$ cat src/inc/hbmd_pkg.sv
// Package: bus mode encodings, strap patterns and decode constants for the host bus front end
package hbmd_pkg;

    // Bus modes after strap decode
    typedef enum logic [2:0] {
        HBMD_MODE_NONE = 3'h0,
        HBMD_MODE_ISA  = 3'h1,
        HBMD_MODE_CSRW = 3'h2,
        HBMD_MODE_SEP  = 3'h3,
        HBMD_MODE_MUX  = 3'h4,
        HBMD_MODE_PNP  = 3'h5,
        HBMD_MODE_CARD = 3'h6
    } hbmd_mode_t;

    // Strap capture sequencing
    typedef enum logic [1:0] {
        HBMD_ST_SYNC   = 2'h0,
        HBMD_ST_SAMPLE = 2'h1,
        HBMD_ST_RUN    = 2'h3
    } hbmd_state_t;

    localparam logic [3:0] HBMD_SEL_ALL_ZERO   = 4'h0;
    localparam int         HBMD_ISA_ADDR_W     = 10;
    localparam int         HBMD_PNP_ADDR_W     = 12;
    localparam int         HBMD_REG_ADDR_W     = 8;
    localparam int         HBMD_INDEX_BIT      = 0;
    localparam int         HBMD_GROUND_BIT     = 6;
    localparam logic [7:0] HBMD_INDEX_RESET    = 8'h00;
    // Cycles spent watching the address latch pin for pulses before the mode is frozen
    localparam int         HBMD_SETTLE_NS      = 64;
    localparam int         HBMD_CLK_PERIOD_NS  = 4;
    localparam int         HBMD_SETTLE_CYCLES  = HBMD_SETTLE_NS / HBMD_CLK_PERIOD_NS;
    localparam int         HBMD_SYNC_STAGES    = 2;

endpackage
$ cat src/hw/hbmd_host_bus.sv
// Host bus front end: strap mode decode, index/data port decode and pin remapping
`timescale 1ns/1ps
// Operation
// RULE1: Open mode, low latch, straps nonzero: ISA
// RULE2: Zero straps, latch high: strobe bus mode
// RULE3: Zero straps, latch low: separate buses mode
// RULE4: Latch pulses: multiplexed, address captured each pulse
// RULE5: Board wires address to data, line six grounded
// RULE6: Mode and latch grounded: plug-and-play mode
// RULE7: Latch grounded, mode high: card mode
// RULE8: Port modes: bit0 high index, low data
// RULE9: Base from ten or twelve address lines
// RULE10: System grounds address line six in processor modes
// RULE11: Processor modes: direct register select, skip six
// RULE12: Select straps pulled up, pick mode, address
// RULE13: Port modes five, six: EEPROM and high address
// RULE14: Processor modes: address eight, nine are acks
// RULE15: Ack active: strobes inverted, address ignored
// RULE16: Direction low while driving data lines (code holds direction high in card mode)
// RULE17: Straps sampled at reset, mode held
module hbmd_host_bus
    import hbmd_pkg::*;
#(
    parameter logic [11:0] PORT_BASE       = 12'h300,
    parameter int          SETTLE_CYCLES   = HBMD_SETTLE_CYCLES
) (
    // Clock and reset
    input  wire logic             ref_clk,
    input  wire logic             reset,
    // Strap pins
    input  wire logic             mode_pin_open,
    input  wire logic             mode_pin_high,
    input  wire logic             addr_latch,
    input  wire logic             strap_select_0,
    input  wire logic             strap_select_1,
    input  wire logic             strap_select_2,
    input  wire logic             strap_select_3,
    // Host address and strobes
    input  wire logic [9:0]       host_addr,
    input  wire logic             chip_select_n,
    input  wire logic             read_strobe_n,
    input  wire logic             write_strobe_n,
    input  wire logic             data_strobe_n,
    input  wire logic             read_not_write,
    input  wire logic [7:0]       host_data_in,
    // EEPROM lines
    input  wire logic             eeprom_clock_req,
    input  wire logic             eeprom_data_req,
    input  wire logic             eeprom_data_oe_req,
    output logic                  eeprom_serial_clock,
    output logic                  eeprom_serial_data_out,
    output logic                  eeprom_serial_data_oe_n,
    output logic                  eeprom_serial_data_in,
    // Decoded bus mode and access
    output hbmd_mode_t            bus_mode,
    output logic                  mode_valid,
    output logic [7:0]            reg_addr,
    output logic                  reg_read,
    output logic                  reg_write,
    output logic                  index_write,
    output logic                  aux_channel_one,
    output logic                  aux_channel_two,
    output logic                  databus_direction,
    output logic                  data_drive_oe_n
);

    ////////////////////////////////////////////////////////////////////////////
    // Pin synchronisers

    localparam int PIN_W = 30;

    logic [PIN_W-1:0] pins_raw;
    logic [PIN_W-1:0] pins_s;

    assign pins_raw = {host_data_in, read_not_write, data_strobe_n,
                       write_strobe_n, read_strobe_n, chip_select_n, host_addr,
                       strap_select_3, strap_select_2, strap_select_1, strap_select_0,
                       addr_latch, mode_pin_high, mode_pin_open};

    hbmd_sync #(.WIDTH (PIN_W)) u_sync (
        .ref_clk  (ref_clk),
        .reset    (reset),
        .pin_in   (pins_raw),
        .pin_sync (pins_s)
    );

    logic       s_mode_open;
    logic       s_mode_high;
    logic       s_latch;
    logic [3:0] s_sel;
    logic [9:0] s_addr;
    logic       s_cs_n;
    logic       s_rd_n;
    logic       s_wr_n;
    logic       s_ds_n;
    logic       s_rnw;
    logic [7:0] s_data;

    assign s_mode_open = pins_s[0];
    assign s_mode_high = pins_s[1];
    assign s_latch     = pins_s[2];
    assign s_sel       = pins_s[6:3];
    assign s_addr      = pins_s[16:7];
    assign s_cs_n      = pins_s[17];
    assign s_rd_n      = pins_s[18];
    assign s_wr_n      = pins_s[19];
    assign s_ds_n      = pins_s[20];
    assign s_rnw       = pins_s[21];
    assign s_data      = pins_s[29:22];

    ////////////////////////////////////////////////////////////////////////////
    // Strap capture

    hbmd_state_t state_reg, state_next;
    hbmd_mode_t  mode_reg, mode_next, mode_dec;
    logic [15:0] settle_reg, settle_next;
    logic        latch_d_reg, latch_d_next;
    logic        pulse_seen_reg, pulse_seen_next;
    logic        latch_high_reg, latch_high_next;
    logic        valid_reg, valid_next;

    hbmd_mode_decode u_dec (
        .mode_open    (s_mode_open),
        .mode_high    (s_mode_high),
        .latch_high   (latch_high_reg),
        .latch_pulsed (pulse_seen_reg),
        .strap_select (s_sel),
        .mode         (mode_dec)
    );

    // RULE17 sample then hold
    always_comb begin
        state_next      = state_reg;
        mode_next       = mode_reg;
        settle_next     = settle_reg;
        latch_d_next    = s_latch;
        pulse_seen_next = pulse_seen_reg;
        latch_high_next = latch_high_reg;
        valid_next      = valid_reg;
        case (state_reg)
            HBMD_ST_SYNC: begin
                settle_next = 16'h0000;
                state_next  = HBMD_ST_SAMPLE;
            end
            HBMD_ST_SAMPLE: begin
                // A falling edge seen during the window marks a pulsed latch
                if (latch_d_reg && !s_latch)
                    pulse_seen_next = 1'b1;
                latch_high_next = s_latch & ~pulse_seen_reg;
                settle_next     = settle_reg + 16'h0001;
                if (settle_reg >= 16'(SETTLE_CYCLES)) begin
                    mode_next  = mode_dec;
                    valid_next = 1'b1;
                    state_next = HBMD_ST_RUN;
                end
            end
            default: begin
                state_next = HBMD_ST_RUN;
            end
        endcase
    end

    always_ff @(posedge ref_clk or posedge reset) begin
        if (reset) begin
            state_reg      <= HBMD_ST_SYNC;
            mode_reg       <= HBMD_MODE_NONE;
            settle_reg     <= 16'h0000;
            latch_d_reg    <= 1'b0;
            pulse_seen_reg <= 1'b0;
            latch_high_reg <= 1'b0;
            valid_reg      <= 1'b0;
        end else begin
            state_reg      <= state_next;
            mode_reg       <= mode_next;
            settle_reg     <= settle_next;
            latch_d_reg    <= latch_d_next;
            pulse_seen_reg <= pulse_seen_next;
            latch_high_reg <= latch_high_next;
            valid_reg      <= valid_next;
        end
    end

    ////////////////////////////////////////////////////////////////////////////
    // Access decode

    logic port_mode;
    logic proc_mode;
    logic [11:0] full_addr;
    logic base_hit;
    logic rd_cyc;
    logic wr_cyc;
    logic ack_one;
    logic ack_two;
    logic [7:0] mux_addr_reg, mux_addr_next;
    logic [7:0] index_reg, index_next;
    logic [7:0] raddr_next, raddr_reg;
    logic rd_next, wr_next, iw_next, a1_next, a2_next, dir_next, oe_next;
    logic rd_reg, wr_reg, iw_reg, a1_reg, a2_reg, dir_reg, oe_reg;
    logic sck_next, sda_next, sdaoe_next, sck_reg, sda_reg, sdaoe_reg, sdain_reg;

    assign port_mode = valid_reg && (mode_reg == HBMD_MODE_ISA || mode_reg == HBMD_MODE_PNP
                                  || mode_reg == HBMD_MODE_CARD);
    assign proc_mode = valid_reg && (mode_reg == HBMD_MODE_CSRW || mode_reg == HBMD_MODE_SEP
                                  || mode_reg == HBMD_MODE_MUX);

    // RULE13 straps two, three become address bits
    assign full_addr = (mode_reg == HBMD_MODE_ISA) ? {2'b00, s_addr} : {s_sel[3:2], s_addr};

    // RULE9 base compare width per mode
    always_comb begin
        if (mode_reg == HBMD_MODE_ISA)
            base_hit = (s_addr[HBMD_ISA_ADDR_W-1:1] == PORT_BASE[HBMD_ISA_ADDR_W-1:1]);
        else
            base_hit = (full_addr[HBMD_PNP_ADDR_W-1:1] == PORT_BASE[HBMD_PNP_ADDR_W-1:1]);
    end

    // Mode 2 uses a data strobe with a direction line; others separate strobes
    always_comb begin
        if (mode_reg == HBMD_MODE_CSRW) begin
            rd_cyc = !s_cs_n && !s_ds_n && s_rnw;
            wr_cyc = !s_cs_n && !s_ds_n && !s_rnw;
        end else if (proc_mode) begin
            rd_cyc = !s_cs_n && !s_rd_n;
            wr_cyc = !s_cs_n && !s_wr_n;
        end else begin
            rd_cyc = !s_rd_n;
            wr_cyc = !s_wr_n;
        end
    end

    // RULE14 address eight and nine as acks
    assign ack_one = proc_mode && !s_addr[8];
    assign ack_two = proc_mode && !s_addr[9];

    always_comb begin
        mux_addr_next = mux_addr_reg;
        index_next    = index_reg;
        raddr_next    = raddr_reg;
        rd_next = 1'b0;
        wr_next = 1'b0;
        iw_next = 1'b0;
        a1_next = 1'b0;
        a2_next = 1'b0;
        // RULE4 capture address on latch
        // RULE5 address arrives on data lines
        if (mode_reg == HBMD_MODE_MUX && valid_reg && s_latch)
            mux_addr_next = s_data;
        if (ack_one || ack_two) begin
            // RULE15 inverted strobes, address ignored
            a1_next    = ack_one;
            a2_next    = ack_two & ~ack_one;
            rd_next    = wr_cyc;
            wr_next    = rd_cyc;
        end else if (proc_mode) begin
            // RULE11 direct select, line six skipped
            // RULE10 line six assumed grounded
            raddr_next = (mode_reg == HBMD_MODE_MUX) ? mux_addr_reg : s_addr[7:0];
            raddr_next[HBMD_GROUND_BIT] = 1'b0;
            rd_next = rd_cyc;
            wr_next = wr_cyc;
        end else if (port_mode && base_hit) begin
            // RULE8 index port versus data port
            raddr_next = index_reg;
            if (s_addr[HBMD_INDEX_BIT]) begin
                if (wr_cyc) begin
                    index_next = s_data;
                    iw_next    = 1'b1;
                end
            end else begin
                rd_next    = rd_cyc;
                wr_next    = wr_cyc;
            end
        end
        // RULE16 direction low while driving, except held high in card mode
        oe_next  = ~rd_next;
        dir_next = (mode_reg == HBMD_MODE_CARD) ? 1'b1 : ~rd_next;
        // RULE13 EEPROM clock and data on straps
        // RULE12 straps stay pulled-up inputs otherwise
        if (valid_reg && (mode_reg == HBMD_MODE_PNP || mode_reg == HBMD_MODE_CARD)) begin
            sck_next   = eeprom_clock_req;
            sda_next   = eeprom_data_req;
            sdaoe_next = ~eeprom_data_oe_req;
        end else begin
            sck_next   = 1'b0;
            sda_next   = 1'b0;
            sdaoe_next = 1'b1;
        end
    end

    always_ff @(posedge ref_clk or posedge reset) begin
        if (reset) begin
            mux_addr_reg <= 8'h00;
            index_reg    <= HBMD_INDEX_RESET;
            raddr_reg    <= 8'h00;
            rd_reg       <= 1'b0;
            wr_reg       <= 1'b0;
            iw_reg       <= 1'b0;
            a1_reg       <= 1'b0;
            a2_reg       <= 1'b0;
            dir_reg      <= 1'b1;
            oe_reg       <= 1'b1;
            sck_reg      <= 1'b0;
            sda_reg      <= 1'b0;
            sdaoe_reg    <= 1'b1;
            sdain_reg    <= 1'b0;
        end else begin
            mux_addr_reg <= mux_addr_next;
            index_reg    <= index_next;
            raddr_reg    <= raddr_next;
            rd_reg       <= rd_next;
            wr_reg       <= wr_next;
            iw_reg       <= iw_next;
            a1_reg       <= a1_next;
            a2_reg       <= a2_next;
            dir_reg      <= dir_next;
            oe_reg       <= oe_next;
            sck_reg      <= sck_next;
            sda_reg      <= sda_next;
            sdaoe_reg    <= sdaoe_next;
            sdain_reg    <= s_sel[1];
        end
    end

    assign bus_mode                = mode_reg;
    assign mode_valid              = valid_reg;
    assign reg_addr                = raddr_reg;
    assign reg_read                = rd_reg;
    assign reg_write               = wr_reg;
    assign index_write             = iw_reg;
    assign aux_channel_one         = a1_reg;
    assign aux_channel_two         = a2_reg;
    assign databus_direction       = dir_reg;
    assign data_drive_oe_n         = oe_reg;
    assign eeprom_serial_clock     = sck_reg;
    assign eeprom_serial_data_out  = sda_reg;
    assign eeprom_serial_data_oe_n = sdaoe_reg;
    assign eeprom_serial_data_in   = sdain_reg;

endmodule

$ cat src/hw/hbmd_mode_decode.sv
// Combinational strap pattern to bus mode decode
`timescale 1ns/1ps
module hbmd_mode_decode
    import hbmd_pkg::*;
(
    // Straps (synchronised)
    input  wire logic       mode_open,
    input  wire logic       mode_high,
    input  wire logic       latch_high,
    input  wire logic       latch_pulsed,
    input  wire logic [3:0] strap_select,
    // Result
    output hbmd_mode_t      mode
);

    always_comb begin
        mode = HBMD_MODE_NONE;
        if (mode_open) begin
            if (strap_select != HBMD_SEL_ALL_ZERO) begin
                // RULE1 ISA port mode
                if (!latch_high && !latch_pulsed)
                    mode = HBMD_MODE_ISA;
            end else if (latch_pulsed) begin
                // RULE4 multiplexed mode
                mode = HBMD_MODE_MUX;
            end else if (latch_high) begin
                // RULE2 strobe bus mode
                mode = HBMD_MODE_CSRW;
            end else begin
                // RULE3 separate buses mode
                mode = HBMD_MODE_SEP;
            end
        end else if (!latch_high && !latch_pulsed) begin
            // RULE6 plug-and-play mode
            // RULE7 card mode
            mode = mode_high ? HBMD_MODE_CARD : HBMD_MODE_PNP;
        end
    end

endmodule

$ cat src/hw/hbmd_sync.sv
// Two-flop synchroniser for a group of pin inputs
`timescale 1ns/1ps
module hbmd_sync #(
    parameter int WIDTH = 1
) (
    // Clock and reset
    input  wire logic             ref_clk,
    input  wire logic             reset,
    // Data
    input  wire logic [WIDTH-1:0] pin_in,
    output logic      [WIDTH-1:0] pin_sync
);

    logic [WIDTH-1:0] meta_reg;
    logic [WIDTH-1:0] meta_next;
    logic [WIDTH-1:0] sync_reg;
    logic [WIDTH-1:0] sync_next;

    always_comb begin
        meta_next = pin_in;
        sync_next = meta_reg;
    end

    always_ff @(posedge ref_clk or posedge reset) begin
        if (reset) begin
            meta_reg <= '0;
            sync_reg <= '0;
        end else begin
            meta_reg <= meta_next;
            sync_reg <= sync_next;
        end
    end

    assign pin_sync = sync_reg;

endmodule

$ cat config.mk
export PLATFORM = sky130hd
export DESIGN_NAME = hbmd_host_bus
export DESIGN_NICKNAME = d
export VERILOG_FILES = /design/src/inc/hbmd_pkg.sv /design/src/hw/hbmd_host_bus.sv /design/src/hw/hbmd_mode_decode.sv /design/src/hw/hbmd_sync.sv
export SDC_FILE = /design/constraint.sdc
export NUM_CORES = 1
export LEC_CHECK = 0
export ABC_AREA = 1
export BUFFER_PORTS_ARGS = -buffer_cell sky130_fd_sc_hd__buf_4
export CAP_MARGIN = 10
export CORE_MARGIN = 4
export CORE_UTILIZATION = 38
export DETAILED_ROUTE_END_ITERATION = 10
export PLACE_DENSITY_LB_ADDON = 0.05
export SYNTH_ARGS = -nofsm -noshare
export SYNTH_HDL_FRONTEND = slang
export SYNTH_HIERARCHICAL = 1
export SYNTH_SLANG_ARGS = --single-unit
$ cat constraint.sdc
create_clock -name ref_clk -period 1.6 [get_ports ref_clk]
set_input_delay 0.24 -clock ref_clk [delete_from_list [all_inputs] [get_ports ref_clk]]
set_output_delay 0.24 -clock ref_clk [all_outputs]
set_load 0.02 [all_outputs]
* Word level (Yosys, flattened, before mapping)
Index checks and enable logic that the tools add are counted.
** Operators by class
- Bitwise operators :: 8
- Eq/ne operators :: 10
- Reduce and logical (&&, ||, !) cells :: 39
- Multiply operators :: 0
- Multiplexer cells :: 38
- Add/sub/neg operators :: 1
- Shift operators :: 0
- Magnitude comparators :: 1
- Divide/modulo/power cells :: 0
** Operators with widths (number)
- 16-bit case mux with 2 select lines :: 1
- 1-bit 2-to-1 mux :: 26
- 8-bit 2-to-1 mux :: 3
- 16-bit by 1-bit adder with 16-bit output, second input constant :: 1
- 16-bit by 5-bit greater-or-equal comparator with 1-bit output, second input constant :: 1
- 1-bit logical AND :: 15
- 12-bit 2-to-1 mux :: 1
- 3-bit 2-to-1 mux :: 4
- 11-bit by 9-bit == test with 1-bit output, second input constant :: 1
- 1-bit logical NOT :: 10
- 3-bit == test, second input constant :: 3
- 9-bit == test, second input constant :: 1
- 3-bit by 2-bit == test with 1-bit output, second input constant :: 2
- 1-bit logical OR :: 6
- 1-bit NOT :: 6
- 2-bit AND reduction :: 3
- 5-bit AND reduction :: 1
- 2-bit 2-to-1 mux :: 2
- 2-bit case mux with 2 select lines :: 1
- 2-bit nonzero test :: 2
- 4-bit nonzero test :: 1
- 3-bit by 1-bit == test with 1-bit output, second input constant :: 1
- 1-bit AND :: 2
- 2-bit by 1-bit == test with 1-bit output, second input constant :: 1
- other kinds (2) :: 2
** Word-level totals
- RAM bits :: 0
- ROM bits :: 0
- Memories kept :: 0
- Bits in latches :: 0
- Output and inout port bits :: 23
- Word-level logic and storage cells :: 120
- Register bits after elaboration :: 120
- Input port bits :: 35

* Depth between registers and ports, before layout
- Word-level depth :: 12
- Mapped depth :: 11
- Depth with buffers taken out :: 10

* Cells and area by module
Netlist, hierarchy kept.
** Modules (own cells, without submodules)
- hbmd_host_bus :: times used 1, area an instance 2891.5 µm², cells each 343, sequential area each 1480.2 µm²
- hbmd_sync :: times used 1, area an instance 1505.2 µm², cells each 61, sequential area each 1501.4 µm²
- hbmd_mode_decode :: times used 1, area an instance 66.3 µm², cells each 14, sequential area each 0.0 µm²

* Least setup slack after synthesis
No wires, ideal clock.
- Path type :: reg-to-reg
- Start :: reg mode_reg[1] (netlist: bus_mode[1])
- End :: reg raddr_reg[1] (netlist: reg_addr[1])
- Clock period less this slack :: 1504 ps
- Data required time :: 1477 ps
- Cell stages (with the launch flop) :: 10
- Setup slack :: 96 ps
- Arrival :: 1380 ps
- Buffers on the path :: 1
- Setup time :: 123 ps
- Cells stage by stage :: dfrtp_1 -> nor2_1 -> nand3_1 -> nand2_4 -> nand2_1 -> nand2_2 -> inv_2 -> buf_6 -> nand2_1 -> o21ai_2
** On the way
- Word-level cells in the longest chain between the ends :: 8
- Elaborated cells between the ends (all ways) :: 24
- Classes of those cells :: 7 x eq/ne; 4 x mux; 1 x bitwise; 12 x reduce/logical
** Ends and longest elaborated chain
- start, declared :: line hbmd_host_bus.sv:115 : hbmd_mode_t mode_reg, mode_next, mode_dec;
- start signal, assigned :: line hbmd_host_bus.sv:174 : mode_reg <= mode_next;
- parallel branches: the longest is 8 deep, another holds 12-bit 2-to-1 mux
- end signal, assigned :: line hbmd_host_bus.sv:309 : raddr_reg <= raddr_next;
- end, declared :: line hbmd_host_bus.sv:196 : logic [7:0] raddr_next, raddr_reg;
Parallel ways; which one is timed is not known.
A chain may end at the register's enable or synchronous reset.

* Worst setup path in the final report
- Start :: reg mode_reg[1] (netlist: bus_mode[1])
- End :: reg index_reg[5]
** On the way
- Word-level cells in the longest chain between the ends :: 8
- Elaborated cells between the ends (all ways) :: 24
- Classes of those cells :: 7 x eq/ne; 4 x mux; 2 x bitwise; 11 x reduce/logical
** Ends and longest elaborated chain
- parallel branches: the longest is 7 deep, another holds 12-bit 2-to-1 mux
- 5-bit AND reduction (no source line) (*)
- end signal, assigned :: line hbmd_host_bus.sv:308 : index_reg <= index_next;
- end, declared :: line hbmd_host_bus.sv:195 : logic [7:0] index_reg, index_next;
Mark *: on every way between the ends.

==> results.tsv <==
metric	value	unit
result of the run	complete, no violations	
post-synth design cell area	4460	um2
hold path cells	3	
core outline area	11500	um2
Leak Pwr	2.99	nW
net switching power figure	0.00146	W
Seq/Total Area, Yosys	66.8	%
Int Power	0.00577	W
synthesis-stage register bit count	119	
number of standard cells in the final layout excluding fillers	695	
most used standard cells in the synthesized netlist	sky130_fd_sc_hd__dfrtp_1 (116), sky130_fd_sc_hd__nand2_1 (93), sky130_fd_sc_hd__nand3_1 (41)	
depth of the worst register-to-register path	10	
die boundary width	116	um
number of I/O pins	58	
Peak VDD IR	0.000654	V
combinational power share	3.8	%
Final Core Density	54.0	%
total of max-cap violations	0	
number of setup violations in the final report	0	
leading post-synthesis cells by cell area	sky130_fd_sc_hd__dfrtp_1 (65%), sky130_fd_sc_hd__nand2_1 (7.8%), sky130_fd_sc_hd__nand3_1 (4.6%), sky130_fd_sc_hd__inv_1 (3.2%), sky130_fd_sc_hd__nor2_1 (2.9%)	
final-layout fill cell count	1008	
area share of the leading cell type in the synthesized netlist	65.0	%
worst hold-check path type	input port to register	
required arrival time at the worst endpoint	1.94	ns
HPWL after DPL	6270	um
min Tclk post-route	1.47	ns
CTS tree	built	
buffer levels on the longest clock path	2	
Power Density	1170	nW/um2
Core Rows	39	
pin count of the biggest net entering global routing	60	
Post-route DRC	0	
Post-synth top flop	sky130_fd_sc_hd__dfrtp_1	
final hold violations	0	
number of iterations in the first detailed-routing pass	4	
Slew Viols, Final	0	
share of final-layout standard cells stronger than drive strength 1	27.4	%
yosys warns	6	
setup repair after global routing missed its margin	true	
Syn Nets	455	
Crit. End Element	register	
starting utilization of the core area	38.9	%
fraction of synthesis flops using an asynchronous set or reset pin	100	%
proportion of total power due to net switching	20.2	%
number of placed instances, taps included	628	
routed via count divided by cell count	4.49	
number of enable-type register cells in the synthesized netlist	0	
Layout Nets	577	
data arrival time at the worst-slack endpoint	1.81	ns
worst flop-to-flop path startpoint	bus_mode[1]	
drt first-iter violations	146	
Post-Route Skew	0.0104	ns
Mean Syn Cell Area	10.7	um2
clock slew seen by the registers of the worst setup and hold paths	0.05	ns
H-tree depth	4	
multi-input gate area in the final layout	1310	um2
worst-case hold slack	0.0519	ns
number of vias after detailed routing	3123	
cell taking the most area after synthesis	sky130_fd_sc_hd__dfrtp_1	
first-pass GRT wire length	15200	um
Hold Crit Start	eeprom_clock_req	
WL final	8930	um
CP Class	register to register	
top fanout value on the critical path	11	
initial antenna violation count	0	
register-to-register path setup slack	0.13	ns
number of clock sinks	119	
Reg area	2990	um2
kind of start point of the critical path	register	
Flop pwr share	43.4	%
synthesized instance count	418	
capture instance of the worst register-to-register path	index_reg[5]	
end point of the most critical hold path	eeprom_serial_clock	
signed area change from the synthesized netlist to the final layout	38.6	%
Clk Latency, worst-skew pair	0.40	ns
Netlist cell types	35	
Root Driver	sky130_fd_sc_hd__clkbuf_16	
die height	116	um
antenna cell count	0	
most frequent cell after synthesis	sky130_fd_sc_hd__dfrtp_1	
Total Die Area	13500	um2
total track usage	14.7	%
clock power share	52.8	%
antenna-violating nets left	0	
total overflow reported by the global router	0	
final routed wire length divided by cell count	12.9	um
PortBufs	57	
final weighted congestion in routability-driven placement	0.820	
number of buffers created by CTS	17	
highest achievable clock rate	680	MHz
number of global-route vias before repair	3075	
period utilization	91.9	%
timing repair:
item / CTS / global route
endpoints found under the hold margin: 103 / 0
setup buffers: 0 / 4
resized for setup: 0 / 8
hold buffers: 32 / 0
endpoints found under the setup margin: 0 / 23
worst max path at each step:
stage / cells past startpoint / slack, ns / endpoint / startpoint
2_1_floorplan: 9 / 0.1 / reg_addr[1] / bus_mode[1]
3_3_place_gp: 8 / 0.1 / index_reg[6] / u_sync/pin_sync[14]
3_5_place_dp: 9 / 0.06 / index_reg[3] / mode_valid
4_1_cts: 9 / 0.05 / index_reg[1] / mode_valid
5_1_grt: 8 / -0.02 / index_reg[5] / bus_mode[0]
6_report: 10 / 0.13 / index_reg[5] / bus_mode[1]
through the flow:
| stage | total power (W) | instance area [um2] | setup slack (ns) | TNS, ns |
|---|---|---|---|---|
| 3_5_place_dp | 0.00341 | 5190 | 0.0644 | 0 |
| 5_1_grt | 0.00753 | 6190 | -0.0192 | -0.0617 |
| 6_report | 0.00724 | 6190 | 0.130 | 0 |
| 3_3_place_gp | 0.00341 | 5190 | 0.0997 | 0 |
| 2_1_floorplan | 0.00328 | 4470 | 0.0963 | 0 |
| 4_1_cts | 0.00734 | 6120 | 0.0455 | 0 |
cell families (layout without fill, tap and decap cells):
kind of cell / Yosys count / in the layout / synth area share [%]
AND/OR/NAND/NOR: 201 / 201 / 20.7
flip-flops: 119 / 119 / 66.8
buffers and inverters: 48 / 182 / 4.40
multiplexers: 7 / 7 / 1.77
other: 1 / 1 / 0.0840
adder cells (fa/ha/maj): 2 / 2 / 0.561
AO/OA/AOI/OAI: 39 / 39 / 5.49
XOR/XNOR: 1 / 1 / 0.196
layer usage:
metal	track usage, %	part of all wire [%]	up-vias	wire (um)
li1	-	-	1599	-
met1	21.6	50	1437	4500
met2	20.1	43	81	3810
met3	4.77	6.0	6	533
met4	5.80	0.95	0	85
met5	0	0	-	0
worst max-delay path, cell delays in order, from the launching register on:
cell and delay [ns]:
sky130_fd_sc_hd__dfrtp_2 0.47, sky130_fd_sc_hd__nor2_4 0.11, sky130_fd_sc_hd__nand3_1 0.11, sky130_fd_sc_hd__nand2_4 0.14
sky130_fd_sc_hd__nand2_2 0.07, sky130_fd_sc_hd__nand2_2 0.06, sky130_fd_sc_hd__o21ai_2 0.07, sky130_fd_sc_hd__buf_12 0.15
sky130_fd_sc_hd__nand2_4 0.10, sky130_fd_sc_hd__nand2_1 0.06, sky130_fd_sc_hd__nand2_1 0.06
power groups by stage:
stage	Clock, W	Sequential, W	Combinational (W)
finish	0.00382	0.00314	0.000275
global placement	0	0.00319	0.000217
floorplan	0	0.00318	0.000100
global route	0.00407	0.00315	0.000313
detailed placement	0	0.00319	0.000220
CTS	0.00392	0.00314	0.000281
cells in the final DEF (no fill, tap or decap), types with 17 or more instances in the layout:
cell	synthesis	final
sky130_fd_sc_hd__dlygate4sd3_1	0	32
sky130_fd_sc_hd__inv_1	38	36
sky130_fd_sc_hd__buf_4	0	72
sky130_fd_sc_hd__dfrtp_1	116	113
sky130_fd_sc_hd__o21ai_0	17	17
sky130_fd_sc_hd__nand3_1	41	40
sky130_fd_sc_hd__nor2_1	34	32
sky130_fd_sc_hd__clkbuf_16	0	17
sky130_fd_sc_hd__nand2_1	93	93
cell type report:
class                           instances  area share [%]
Clock buffer                           21            7.44
Clock inverter                         10            2.39
Inverter                               43            2.73
Multi-Input combinational cell        251            21.1
Sequential cell                       119            48.3
Tap cell                              143            2.89
Timing Repair Buffer                  108            15.2
Note: power is estimated with default switching activity, not from simulation.
